$ cat src/core/contact_mapper_regs.vh
// constants shared by the contact input function mapper
`ifndef CONTACT_MAPPER_REGS_VH
`define CONTACT_MAPPER_REGS_VH
// contact source groups
`define SRC_CTL_INPUTS 3'h0
`define SRC_CTL_OUTPUTS 3'h1
`define SRC_SWITCH_A 3'h2
`define SRC_SWITCH_B 3'h3
`define SRC_SWITCH_C 3'h4
// function codes held per contact
`define FN_WIDTH 5
`define FN_NONE 5'h00
`define FN_GLOBAL_HALT 5'h01
`define FN_GLOBAL_RUN 5'h02
`define FN_RUN_STOP_1 5'h03
`define FN_RUN_STOP_2 5'h04
`define FN_REM_LOC_1 5'h05
`define FN_REM_LOC_2 5'h06
`define FN_AUTO_MAN_1 5'h07
`define FN_AUTO_MAN_2 5'h08
`define FN_CASCADE_XFER 5'h09
`define FN_AUTO_XFER 5'h0a
`define FN_MANUAL_XFER 5'h0b
`define FN_PROG_BEGIN 5'h0c
`define FN_PROG_CLEAR 5'h0d
`define FN_PROG_HOLD 5'h0e
`define FN_PROG_ADVANCE 5'h0f
`define FN_SP_BIT0 5'h10
`define FN_SP_BIT3 5'h13
`define FN_PAT_BIT0 5'h14
`define FN_PAT_BIT4 5'h18
// cascade pair operating states
`define CAS_MANUAL 2'h0
`define CAS_AUTO 2'h1
`define CAS_CASCADE 2'h2
// number ranges
`define SP_MIN 4'h1
`define SP_MAX 4'h8
`define PAT_MIN 5'h01
`define PAT_MAX 5'h1e
// contact positions
`define IDX_INPUT_ONE 3'h0
`define IDX_INPUT_THREE 3'h2
`define IDX_INPUT_FIVE 3'h4
`define IDX_INPUT_SIX 3'h5
// debounce time and clock
`define DEBOUNCE_US 10
`define CLK_PERIOD_NS 20
`define DEBOUNCE_CYC ((`DEBOUNCE_US * 1000) / `CLK_PERIOD_NS)
`endif

$ cat src/core/contact_input_function_mapper.v
// contact input function mapper: turns debounced contact edges into loop actions
// How it works
// - contacts come from inputs, outputs or one of three internal switch groups
// - a global halt contact stops both loops when asserted
// - a global run contact starts both loops when asserted
// - per-loop run/stop: rising edge stops the loop, falling edge runs it
// - run/stop at most two loops per block; cascade accepts loop 2 only
// - remote/local: rising remote, falling local; cascade accepts loop 1 only
// - with program control on, remote/local toggles program and local operation
// - auto/man: rising auto, falling manual; refused in cascade control
// - cascade transfer moves loops 1-2 into cascade operation, cascade only
// - auto transfer moves loops 1-2 into auto operation, cascade only
// - manual transfer moves loops 1-2 to manual; once per block, never block 3
// - setpoint number is the binary value of up to four select bits, 1 to 8
// - setpoint bits only on inputs three to six or expansion nine to twelve
// - msb placed on input six fills the lower bits below it automatically
// - only one setpoint selection group exists in the whole device
// - program begin, clear, hold and advance are accepted only under program control
// - pattern number is the binary value of up to five bits, 1 to 30
// - pattern bits only on inputs one to five; auto fill from a highest pattern
`timescale 1ns/100ps
`default_nettype none
`include "contact_mapper_regs.vh"
module contact_input_function_mapper #(
    parameter BLOCK_ID = 1,
    parameter STABLE_CYC = `DEBOUNCE_CYC
) (
    input wire CORE_CLK,
    input wire RST_N,
    input wire [5:0] CTL_BLOCK_INPUTS,
    input wire [5:0] CTL_BLOCK_OUTPUTS,
    input wire [5:0] INTERNAL_SWITCH_GROUP_A,
    input wire [5:0] INTERNAL_SWITCH_GROUP_B,
    input wire [5:0] INTERNAL_SWITCH_GROUP_C,
    input wire [3:0] EXPANSION_INPUTS,
    input wire [2:0] SOURCE_SELECT,
    input wire CASCADE_CONTROL,
    input wire PROGRAM_CONTROL,
    input wire SP_ON_EXPANSION,
    input wire CFG_WRITE,
    input wire [2:0] CFG_INDEX,
    input wire [4:0] CFG_FUNCTION,
    input wire CFG_SP_AUTO,
    input wire [1:0] CFG_SP_MSB,
    input wire CFG_PAT_AUTO,
    input wire [4:0] CFG_PAT_HIGHEST,
    output reg CFG_REFUSED,
    output reg CFG_BUSY,
    output reg [1:0] LOOP_RUN,
    output reg [1:0] LOOP_REMOTE,
    output reg [1:0] LOOP_PROGRAM,
    output reg [1:0] LOOP_AUTO,
    output reg [1:0] CASCADE_STATE,
    output reg [3:0] SETPOINT_NUMBER,
    output reg [4:0] PATTERN_NUMBER,
    output reg PROGRAM_BEGIN,
    output reg PROGRAM_CLEAR,
    output reg PROGRAM_HOLD,
    output reg PROGRAM_ADVANCE
);
    localparam ST_IDLE = 1'b0;
    localparam ST_FILL = 1'b1;

    reg [5:0] group_mux;
    wire [9:0] lvl;
    wire [9:0] rise;
    wire [9:0] fall;
    wire [6*`FN_WIDTH-1:0] tbl;
    reg state_r;
    reg state_nxt;
    reg [2:0] fill_idx_r;
    reg [2:0] fill_idx_nxt;
    reg [4:0] fill_code_r;
    reg [4:0] fill_code_nxt;
    reg [2:0] fill_left_r;
    reg [2:0] fill_left_nxt;
    reg wr_en;
    reg [2:0] wr_idx;
    reg [4:0] wr_code;
    reg refused_nxt;
    reg [3:0] sp_raw;
    reg [4:0] pat_raw;
    integer k, m;

    // code held at one table slot
    function [4:0] entry;
        input [6*`FN_WIDTH-1:0] t;
        input [2:0] idx;
        begin
            entry = t[idx*`FN_WIDTH +: `FN_WIDTH];
        end
    endfunction

    // true when some slot other than idx holds a code in [lo, hi]
    function other_holds;
        input [6*`FN_WIDTH-1:0] t;
        input [2:0] idx;
        input [4:0] lo;
        input [4:0] hi;
        integer j;
        begin
            other_holds = 1'b0;
            for (j = 0; j < 6; j = j + 1)
            begin
                if (j[2:0] != idx && entry(t, j[2:0]) >= lo && entry(t, j[2:0]) <= hi)
                    other_holds = 1'b1;
            end
        end
    endfunction

    // whether a code may be placed on a slot under the current modes
    function legal;
        input [6*`FN_WIDTH-1:0] t;
        input [2:0] idx;
        input [4:0] code;
        input cas;
        input prog;
        input sp_exp;
        begin
            case (code)
                `FN_NONE, `FN_GLOBAL_HALT, `FN_GLOBAL_RUN:
                    legal = 1'b1;
                `FN_RUN_STOP_1:
                    legal = ~cas;
                `FN_RUN_STOP_2:
                    legal = 1'b1;
                `FN_REM_LOC_1:
                    legal = 1'b1;
                `FN_REM_LOC_2:
                    legal = ~cas;
                `FN_AUTO_MAN_1, `FN_AUTO_MAN_2:
                    legal = ~cas;
                `FN_CASCADE_XFER, `FN_AUTO_XFER:
                    legal = cas;
                `FN_MANUAL_XFER:
                    legal = cas && BLOCK_ID != 3 &&
                        !other_holds(t, idx, `FN_MANUAL_XFER, `FN_MANUAL_XFER);
                `FN_PROG_BEGIN, `FN_PROG_CLEAR, `FN_PROG_HOLD, `FN_PROG_ADVANCE:
                    legal = prog;
                default:
                begin
                    if (code >= `FN_SP_BIT0 && code <= `FN_SP_BIT3)
                        legal = !sp_exp && idx >= `IDX_INPUT_THREE;
                    else if (code >= `FN_PAT_BIT0 && code <= `FN_PAT_BIT4)
                        legal = prog && idx <= `IDX_INPUT_FIVE;
                    else
                        legal = 1'b0;
                end
            endcase
        end
    endfunction

    // pattern bits needed to reach the highest pattern
    function [2:0] bits_for;
        input [4:0] highest;
        begin
            if (highest <= 5'h01)
                bits_for = 3'h1;
            else if (highest <= 5'h03)
                bits_for = 3'h2;
            else if (highest <= 5'h07)
                bits_for = 3'h3;
            else if (highest <= 5'h0f)
                bits_for = 3'h4;
            else
                bits_for = 3'h5;
        end
    endfunction

    // contact source group; a switch of groups can itself produce edges
    always @*
    begin
        case (SOURCE_SELECT)
            `SRC_CTL_INPUTS: group_mux = CTL_BLOCK_INPUTS;
            `SRC_CTL_OUTPUTS: group_mux = CTL_BLOCK_OUTPUTS;
            `SRC_SWITCH_A: group_mux = INTERNAL_SWITCH_GROUP_A;
            `SRC_SWITCH_B: group_mux = INTERNAL_SWITCH_GROUP_B;
            `SRC_SWITCH_C: group_mux = INTERNAL_SWITCH_GROUP_C;
            default: group_mux = 6'h00;
        endcase
    end

    // six group contacts then four expansion contacts, each filtered
    genvar g;
    generate
        for (g = 0; g < 10; g = g + 1)
        begin : filt
            contact_debounce #(
                .STABLE_CYC(STABLE_CYC)
            ) u_deb (
                .clk(CORE_CLK),
                .rst_n(RST_N),
                .raw(g < 6 ? group_mux[g % 6] : EXPANSION_INPUTS[(g + 2) % 4]),
                .level_r(lvl[g]),
                .rise_r(rise[g]),
                .fall_r(fall[g])
            );
        end
    endgenerate

    function_table #(
        .ENTRIES(6)
    ) u_table (
        .clk(CORE_CLK),
        .rst_n(RST_N),
        .wr_en(wr_en),
        .wr_idx(wr_idx),
        .wr_code(wr_code),
        .rd_flat_r(tbl)
    );

    // configuration writer: single writes, or an automatic fill of select bits
    always @*
    begin
        state_nxt = state_r;
        fill_idx_nxt = fill_idx_r;
        fill_code_nxt = fill_code_r;
        fill_left_nxt = fill_left_r;
        wr_en = 1'b0;
        wr_idx = CFG_INDEX;
        wr_code = CFG_FUNCTION;
        refused_nxt = 1'b0;
        case (state_r)
            ST_IDLE:
            begin
                if (CFG_SP_AUTO)
                begin
                    if (SP_ON_EXPANSION)
                        refused_nxt = 1'b1;
                    else
                    begin
                        state_nxt = ST_FILL;
                        fill_idx_nxt = `IDX_INPUT_SIX;
                        fill_code_nxt = `FN_SP_BIT0 + {3'h0, CFG_SP_MSB};
                        fill_left_nxt = {1'b0, CFG_SP_MSB} + 3'h1;
                    end
                end
                else if (CFG_PAT_AUTO)
                begin
                    if (!PROGRAM_CONTROL)
                        refused_nxt = 1'b1;
                    else
                    begin
                        state_nxt = ST_FILL;
                        fill_idx_nxt = bits_for(CFG_PAT_HIGHEST) - 3'h1;
                        fill_code_nxt = `FN_PAT_BIT0 + {2'h0, bits_for(CFG_PAT_HIGHEST)} - 5'h01;
                        fill_left_nxt = bits_for(CFG_PAT_HIGHEST);
                    end
                end
                else if (CFG_WRITE)
                begin
                    if (CFG_INDEX <= `IDX_INPUT_SIX &&
                        legal(tbl, CFG_INDEX, CFG_FUNCTION, CASCADE_CONTROL,
                              PROGRAM_CONTROL, SP_ON_EXPANSION))
                        wr_en = 1'b1;
                    else
                        refused_nxt = 1'b1;
                end
            end
            ST_FILL:
            begin
                wr_en = 1'b1;
                wr_idx = fill_idx_r;
                wr_code = fill_code_r;
                fill_idx_nxt = fill_idx_r - 3'h1;
                fill_code_nxt = fill_code_r - 5'h01;
                fill_left_nxt = fill_left_r - 3'h1;
                if (fill_left_r == 3'h1)
                    state_nxt = ST_IDLE;
            end
            default:
                state_nxt = ST_IDLE;
        endcase
    end

    always @(posedge CORE_CLK or negedge RST_N)
    begin
        if (!RST_N)
        begin
            state_r <= ST_IDLE;
            fill_idx_r <= 3'h0;
            fill_code_r <= 5'h00;
            fill_left_r <= 3'h0;
            CFG_REFUSED <= 1'b0;
            CFG_BUSY <= 1'b0;
        end
        else
        begin
            state_r <= state_nxt;
            fill_idx_r <= fill_idx_nxt;
            fill_code_r <= fill_code_nxt;
            fill_left_r <= fill_left_nxt;
            CFG_REFUSED <= refused_nxt;
            CFG_BUSY <= state_nxt == ST_FILL;
        end
    end

    // select bit levels gathered from their assigned contacts
    always @*
    begin
        sp_raw = 4'h0;
        pat_raw = 5'h00;
        for (m = 0; m < 6; m = m + 1)
        begin
            if (!SP_ON_EXPANSION && entry(tbl, m[2:0]) >= `FN_SP_BIT0 &&
                entry(tbl, m[2:0]) <= `FN_SP_BIT3)
                sp_raw = sp_raw | ({3'h0, lvl[m]} << (entry(tbl, m[2:0]) - `FN_SP_BIT0));
            if (PROGRAM_CONTROL && entry(tbl, m[2:0]) >= `FN_PAT_BIT0 &&
                entry(tbl, m[2:0]) <= `FN_PAT_BIT4)
                pat_raw = pat_raw | ({4'h0, lvl[m]} << (entry(tbl, m[2:0]) - `FN_PAT_BIT0));
        end
        if (SP_ON_EXPANSION)
            sp_raw = lvl[9:6];
    end

    // edge actions; slots are scanned in order, and a halt beats a run in one cycle
    always @(posedge CORE_CLK or negedge RST_N)
    begin
        if (!RST_N)
        begin
            LOOP_RUN <= 2'h0;
            LOOP_REMOTE <= 2'h0;
            LOOP_PROGRAM <= 2'h0;
            LOOP_AUTO <= 2'h3;
            CASCADE_STATE <= `CAS_AUTO;
            SETPOINT_NUMBER <= `SP_MIN;
            PATTERN_NUMBER <= `PAT_MIN;
            PROGRAM_BEGIN <= 1'b0;
            PROGRAM_CLEAR <= 1'b0;
            PROGRAM_HOLD <= 1'b0;
            PROGRAM_ADVANCE <= 1'b0;
        end
        else
        begin
            PROGRAM_BEGIN <= 1'b0;
            PROGRAM_CLEAR <= 1'b0;
            PROGRAM_HOLD <= 1'b0;
            PROGRAM_ADVANCE <= 1'b0;
            for (k = 0; k < 6; k = k + 1)
            begin
                case (entry(tbl, k[2:0]))
                    `FN_GLOBAL_RUN:
                        if (rise[k])
                            LOOP_RUN <= 2'h3;
                    `FN_RUN_STOP_1, `FN_RUN_STOP_2:
                    begin
                        if (rise[k])
                            LOOP_RUN[entry(tbl, k[2:0]) == `FN_RUN_STOP_2] <= 1'b0;
                        if (fall[k])
                            LOOP_RUN[entry(tbl, k[2:0]) == `FN_RUN_STOP_2] <= 1'b1;
                    end
                    `FN_REM_LOC_1, `FN_REM_LOC_2:
                    begin
                        if (rise[k] && PROGRAM_CONTROL)
                            LOOP_PROGRAM[entry(tbl, k[2:0]) == `FN_REM_LOC_2] <= 1'b1;
                        else if (rise[k])
                            LOOP_REMOTE[entry(tbl, k[2:0]) == `FN_REM_LOC_2] <= 1'b1;
                        if (fall[k])
                        begin
                            LOOP_PROGRAM[entry(tbl, k[2:0]) == `FN_REM_LOC_2] <= 1'b0;
                            LOOP_REMOTE[entry(tbl, k[2:0]) == `FN_REM_LOC_2] <= 1'b0;
                        end
                    end
                    `FN_AUTO_MAN_1, `FN_AUTO_MAN_2:
                    begin
                        if (!CASCADE_CONTROL && (rise[k] || fall[k]))
                            LOOP_AUTO[entry(tbl, k[2:0]) == `FN_AUTO_MAN_2] <= rise[k];
                    end
                    `FN_CASCADE_XFER:
                        if (CASCADE_CONTROL && rise[k])
                            CASCADE_STATE <= `CAS_CASCADE;
                    `FN_AUTO_XFER:
                        if (CASCADE_CONTROL && rise[k])
                            CASCADE_STATE <= `CAS_AUTO;
                    `FN_MANUAL_XFER:
                        if (CASCADE_CONTROL && rise[k])
                            CASCADE_STATE <= `CAS_MANUAL;
                    `FN_PROG_BEGIN:
                        PROGRAM_BEGIN <= PROGRAM_CONTROL & rise[k];
                    `FN_PROG_CLEAR:
                        PROGRAM_CLEAR <= PROGRAM_CONTROL & rise[k];
                    `FN_PROG_HOLD:
                        PROGRAM_HOLD <= PROGRAM_CONTROL & rise[k];
                    `FN_PROG_ADVANCE:
                        PROGRAM_ADVANCE <= PROGRAM_CONTROL & rise[k];
                    default:
                        ;
                endcase
            end
            // halt is applied last so it overrides any run in the same cycle
            for (k = 0; k < 6; k = k + 1)
            begin
                if (entry(tbl, k[2:0]) == `FN_GLOBAL_HALT && rise[k])
                    LOOP_RUN <= 2'h0;
            end
            // zero and overrange codes clamp into the legal number range
            if (sp_raw < `SP_MIN)
                SETPOINT_NUMBER <= `SP_MIN;
            else if (sp_raw > `SP_MAX)
                SETPOINT_NUMBER <= `SP_MAX;
            else
                SETPOINT_NUMBER <= sp_raw;
            if (pat_raw < `PAT_MIN)
                PATTERN_NUMBER <= `PAT_MIN;
            else if (pat_raw > `PAT_MAX)
                PATTERN_NUMBER <= `PAT_MAX;
            else
                PATTERN_NUMBER <= pat_raw;
        end
    end
endmodule
`default_nettype wire

$ cat src/core/contact_debounce.v
// synchroniser, debounce filter and edge detector for one contact
`timescale 1ns/100ps
`default_nettype none
`include "contact_mapper_regs.vh"
module contact_debounce #(
    parameter STABLE_CYC = `DEBOUNCE_CYC
) (
    input wire clk,
    input wire rst_n,
    input wire raw,
    output reg level_r,
    output reg rise_r,
    output reg fall_r
);
    reg meta_r;
    reg sync_r;
    reg [12:0] cnt_r;

    // two flops; only sync_r is looked at
    always @(posedge clk or negedge rst_n)
    begin
        if (!rst_n)
        begin
            meta_r <= 1'b0;
            sync_r <= 1'b0;
        end
        else
        begin
            meta_r <= raw;
            sync_r <= meta_r;
        end
    end

    // level accepted only after it stayed put the whole window, so bounce gives one edge
    always @(posedge clk or negedge rst_n)
    begin
        if (!rst_n)
        begin
            cnt_r <= 13'h0000;
            level_r <= 1'b0;
            rise_r <= 1'b0;
            fall_r <= 1'b0;
        end
        else
        begin
            rise_r <= 1'b0;
            fall_r <= 1'b0;
            if (sync_r == level_r)
                cnt_r <= 13'h0000;
            else if (cnt_r == STABLE_CYC[12:0] - 13'h0001)
            begin
                cnt_r <= 13'h0000;
                level_r <= sync_r;
                rise_r <= sync_r;
                fall_r <= ~sync_r;
            end
            else
                cnt_r <= cnt_r + 13'h0001;
        end
    end
endmodule
`default_nettype wire

$ cat src/core/function_table.v
// small store of the function code assigned to each contact
`timescale 1ns/100ps
`default_nettype none
`include "contact_mapper_regs.vh"
module function_table #(
    parameter ENTRIES = 6
) (
    input wire clk,
    input wire rst_n,
    input wire wr_en,
    input wire [2:0] wr_idx,
    input wire [`FN_WIDTH-1:0] wr_code,
    output reg [ENTRIES*`FN_WIDTH-1:0] rd_flat_r
);
    integer i;

    // the table is its own read register, so every entry is readable at once
    always @(posedge clk or negedge rst_n)
    begin
        if (!rst_n)
            rd_flat_r <= {ENTRIES*`FN_WIDTH{1'b0}};
        else
        begin
            for (i = 0; i < ENTRIES; i = i + 1)
            begin
                if (wr_en && wr_idx == i[2:0])
                    rd_flat_r[i*`FN_WIDTH +: `FN_WIDTH] <= wr_code;
            end
        end
    end
endmodule
`default_nettype wire

$ cat config.mk
export PLATFORM = sky130hd
export DESIGN_NAME = contact_input_function_mapper
export DESIGN_NICKNAME = d
export VERILOG_FILES = /design/src/core/contact_input_function_mapper.v /design/src/core/contact_debounce.v /design/src/core/function_table.v
export VERILOG_INCLUDE_DIRS = /design/src /design/src/core
export SDC_FILE = /design/constraint.sdc
export NUM_CORES = 1
export LEC_CHECK = 0
export ABC_CLOCK_PERIOD_IN_PS = 2900
export BUFFER_PORTS_ARGS = -buffer_cell sky130_fd_sc_hd__buf_2
export CORE_MARGIN = 2
export CORE_UTILIZATION = 60
export DETAILED_ROUTE_END_ITERATION = 8
export GPL_ROUTABILITY_DRIVEN = 0
export PLACE_DENSITY = 0.79
export SYNTH_ARGS = -nofsm -noshare
export SYNTH_HDL_FRONTEND = slang
export SYNTH_HIERARCHICAL = 1
export SYNTH_SLANG_ARGS = --single-unit
$ cat constraint.sdc
create_clock -name CORE_CLK -period 2.9 [get_ports CORE_CLK]
set_input_delay 0.58 -clock CORE_CLK [delete_from_list [all_inputs] [get_ports CORE_CLK]]
set_output_delay 0.58 -clock CORE_CLK [all_outputs]
set_load 0.03 [all_outputs]
==> impl_results.md <==
* Post-CTS Repair Setup Buffers at 0
* Final WL at 36.1 mm
* Clk_lat worst skew at ~0.54 ns
* CP peak stage delay at around 0.48 ns
* H-Tree Level Count at 1
* Total negative slack at 0 ns
* R2R Setup Slk at 0.15 ns
* Most frequent cells in the layout: dfrtp_1, a21oi_1, nor2_1, buf_2, o21ai_0
* CTS Buffer Depth at 3
* Initial antenna violation count at 1
* Vias in the first global route at 11700
* Fin. Hold Viols at 0
* DP Worst Slack at 0.190 ns
* DRC Markers at 0
* Via count at roughly 12000
* Die X at approximately 160 um
* # Max-Cap Violations at 0
* Routed length per instance at a little under 20 um
* Crit path buffers/inverters at 2
* Max IR drop VDD at 0.433 mV
* Slowest-stage cell, CP: dfrtp_1
* Worst Path Arrival at 3.17 ns
* Status: finished clean
* CP endpoint kind: flop
* Fin worst setup slack at 0.145 ns
* CTS Buf Count at 26
* Period minus WS final at 2.75 ns
* Cell-by-cell trace of the critical path: inv_1, ha_1, nand4b_1, a21oi_1, o21ai_0, a31oi_1, o21ai_1, a31o_2, nor4b_4, buf_4, mux2_2
* Largest delay share family, worst path: compound AO/OA/AOI/OAI gates
* Drt first pass iters at 6
* Detailed Route Iter0 Violations at 1292
* Hold Crit Class: in -> async
* Startpoint types: flop
* Root Buffer: clkbuf_16
* Starting Density at 0.617
* Setup violations, final at 0
* CTS tree: built
* Final Cycle Share at 0.950
* Unrepaired setup endpoints after global routing: false
* Critical Path RT at 3.32 ns
* Post_cts resized at 0
* Routed vias/inst at 6.60
* Worst Path Class, Setup: reg -> reg
* Post-Syn Nets at roughly 1500
* Core ar. at around 23000 um^2
* Largest net degree at the start of global routing at 74
* Synth warn at 6
* Measured slew at the worst slew-check pin at 0.602 ns
* Port Buffers at 83
* Vert. Die Dim at 157 um
* Post-CTS Hold Buffers at 0
* Max-slew violation count at 0
* Most common cell after layout, fill and taps aside: dfrtp_1
* Remaining global-route overflow at 0
* Syn_area_per_cell at roughly 10 um^2
* CTS clk-pin slew, worst paths at approximately 0.060 ns
* Final net count at 1633
* Hpwl dp at 25.8 mm
* Area growth, synth to finish at 12.7%
* Leakage at 0.00654 uW
* Post-Synthesis Cell Area at 14000 um^2
* Row cnt at 55
* Total track usage at 0.296
* First-pass GRT wire length at 59.0 mm
* Clk_skew at 0.0191 ns
* DIE AREA at 24600 um^2
* # fillers at 1727
* Max Freq at 363 MHz
* Pwr/cell area at 694 nW/um^2
* Max FO, Critical Path at 7
* Synthesized instance count at 1430
* Share of cells above drive strength 1 at 0.164
* Clock Sinks at 238
* Antenna Violating Nets Remaining at 0
* Relative slew slack at 0.588
* I/O pin count at 85
==> sequential cells by signal, summed over array words and instances, names as in the netlist, 2 cells and up <==
name                flops
LOOP_RUN                2
CASCADE_STATE           2
fill_idx_r              3
filt.u_deb/fall_r       6
PATTERN_NUMBER          5
LOOP_AUTO               2
SETPOINT_NUMBER         4
fill_code_r             5
filt.u_deb/sync_r      10
LOOP_REMOTE             2
filt.u_deb/rise_r       6
u_table/rd_flat_r      30
filt.u_deb/meta_r      10
LOOP_PROGRAM            2
fill_left_r             3
filt.u_deb/level_r     10
filt.u_deb/cnt_r      130
==> per-layer routing <==
| layer | vias up | track usage | routed length, um |
|---|---|---|---|
| li1 | 5682 | - | - |
| met4 | 0 | 0.119 | 1460 |
| met1 | 5909 | 0.392 | 14800 |
| met3 | 124 | 0.0655 | 3180 |
| met5 | - | 0 | 0 |
| met2 | 567 | 0.477 | 16600 |
==> final timing paths <==
check,end,cells past startpoint,start
max,u_table/rd_flat_r[3]$_DFFE_PN0P_,11,u_table/rd_flat_r[22]$_DFFE_PN0P_
min,filt[9].u_deb/cnt_r[0]$_DFF_PN0_,1,RST_N
max reg2reg,u_table/rd_flat_r[3]$_DFFE_PN0P_,11,u_table/rd_flat_r[22]$_DFFE_PN0P_
min reg2reg,filt[2].u_deb/sync_r$_DFF_PN0_,0,filt[2].u_deb/meta_r$_DFF_PN0_
max in group asynchronous,PATTERN_NUMBER[0]$_DFF_PN1_,2,RST_N
min in group CORE_CLK,filt[8].u_deb/meta_r$_DFF_PN0_,1,EXPANSION_INPUTS[2]
==> metrics by stage <==
step / cell area (um^2) / hold WS [ns] / std cells / utilization / total power [uW]
after floorplan: 14000 / 0.284 / 1430 / - / 6400
after global placement: 14900 / 0.332 / 1811 / 0.655 / 7390
after detailed placement: 14900 / 0.335 / 1811 / 0.655 / 7520
after CTS: 15800 / 0.0313 / 1859 / 0.695 / 10900
after global routing: 15800 / 0.0549 / 1860 / 0.695 / 11500
final: 15800 / 0.00618 / 1861 / 0.695 / 11000
==> where the power goes <==
group / leakage, uW / internal, uW / switching (uW) / total [uW]
clock: 0.000432 / 2040 / 1330 / 3370
combinational: 0.00296 / 1360 / 2130 / 3490
sequential: 0.00315 / 3700 / 421 / 4120
==> final cells by class <==
class	instances	area, um^2	area share
Inverter	58	218	0.0138
Timing Repair Buffer	115	703	0.0444
Tap cell	313	392	0.0247
Clock inverter	10	114	0.00719
Antenna cell	1	2.50	0.000158
Clock buffer	38	777	0.0491
Multi-Input combinational cell	1088	7660	0.484
Sequential cell	238	5960	0.377
Power figures use the tool's default switching activity.
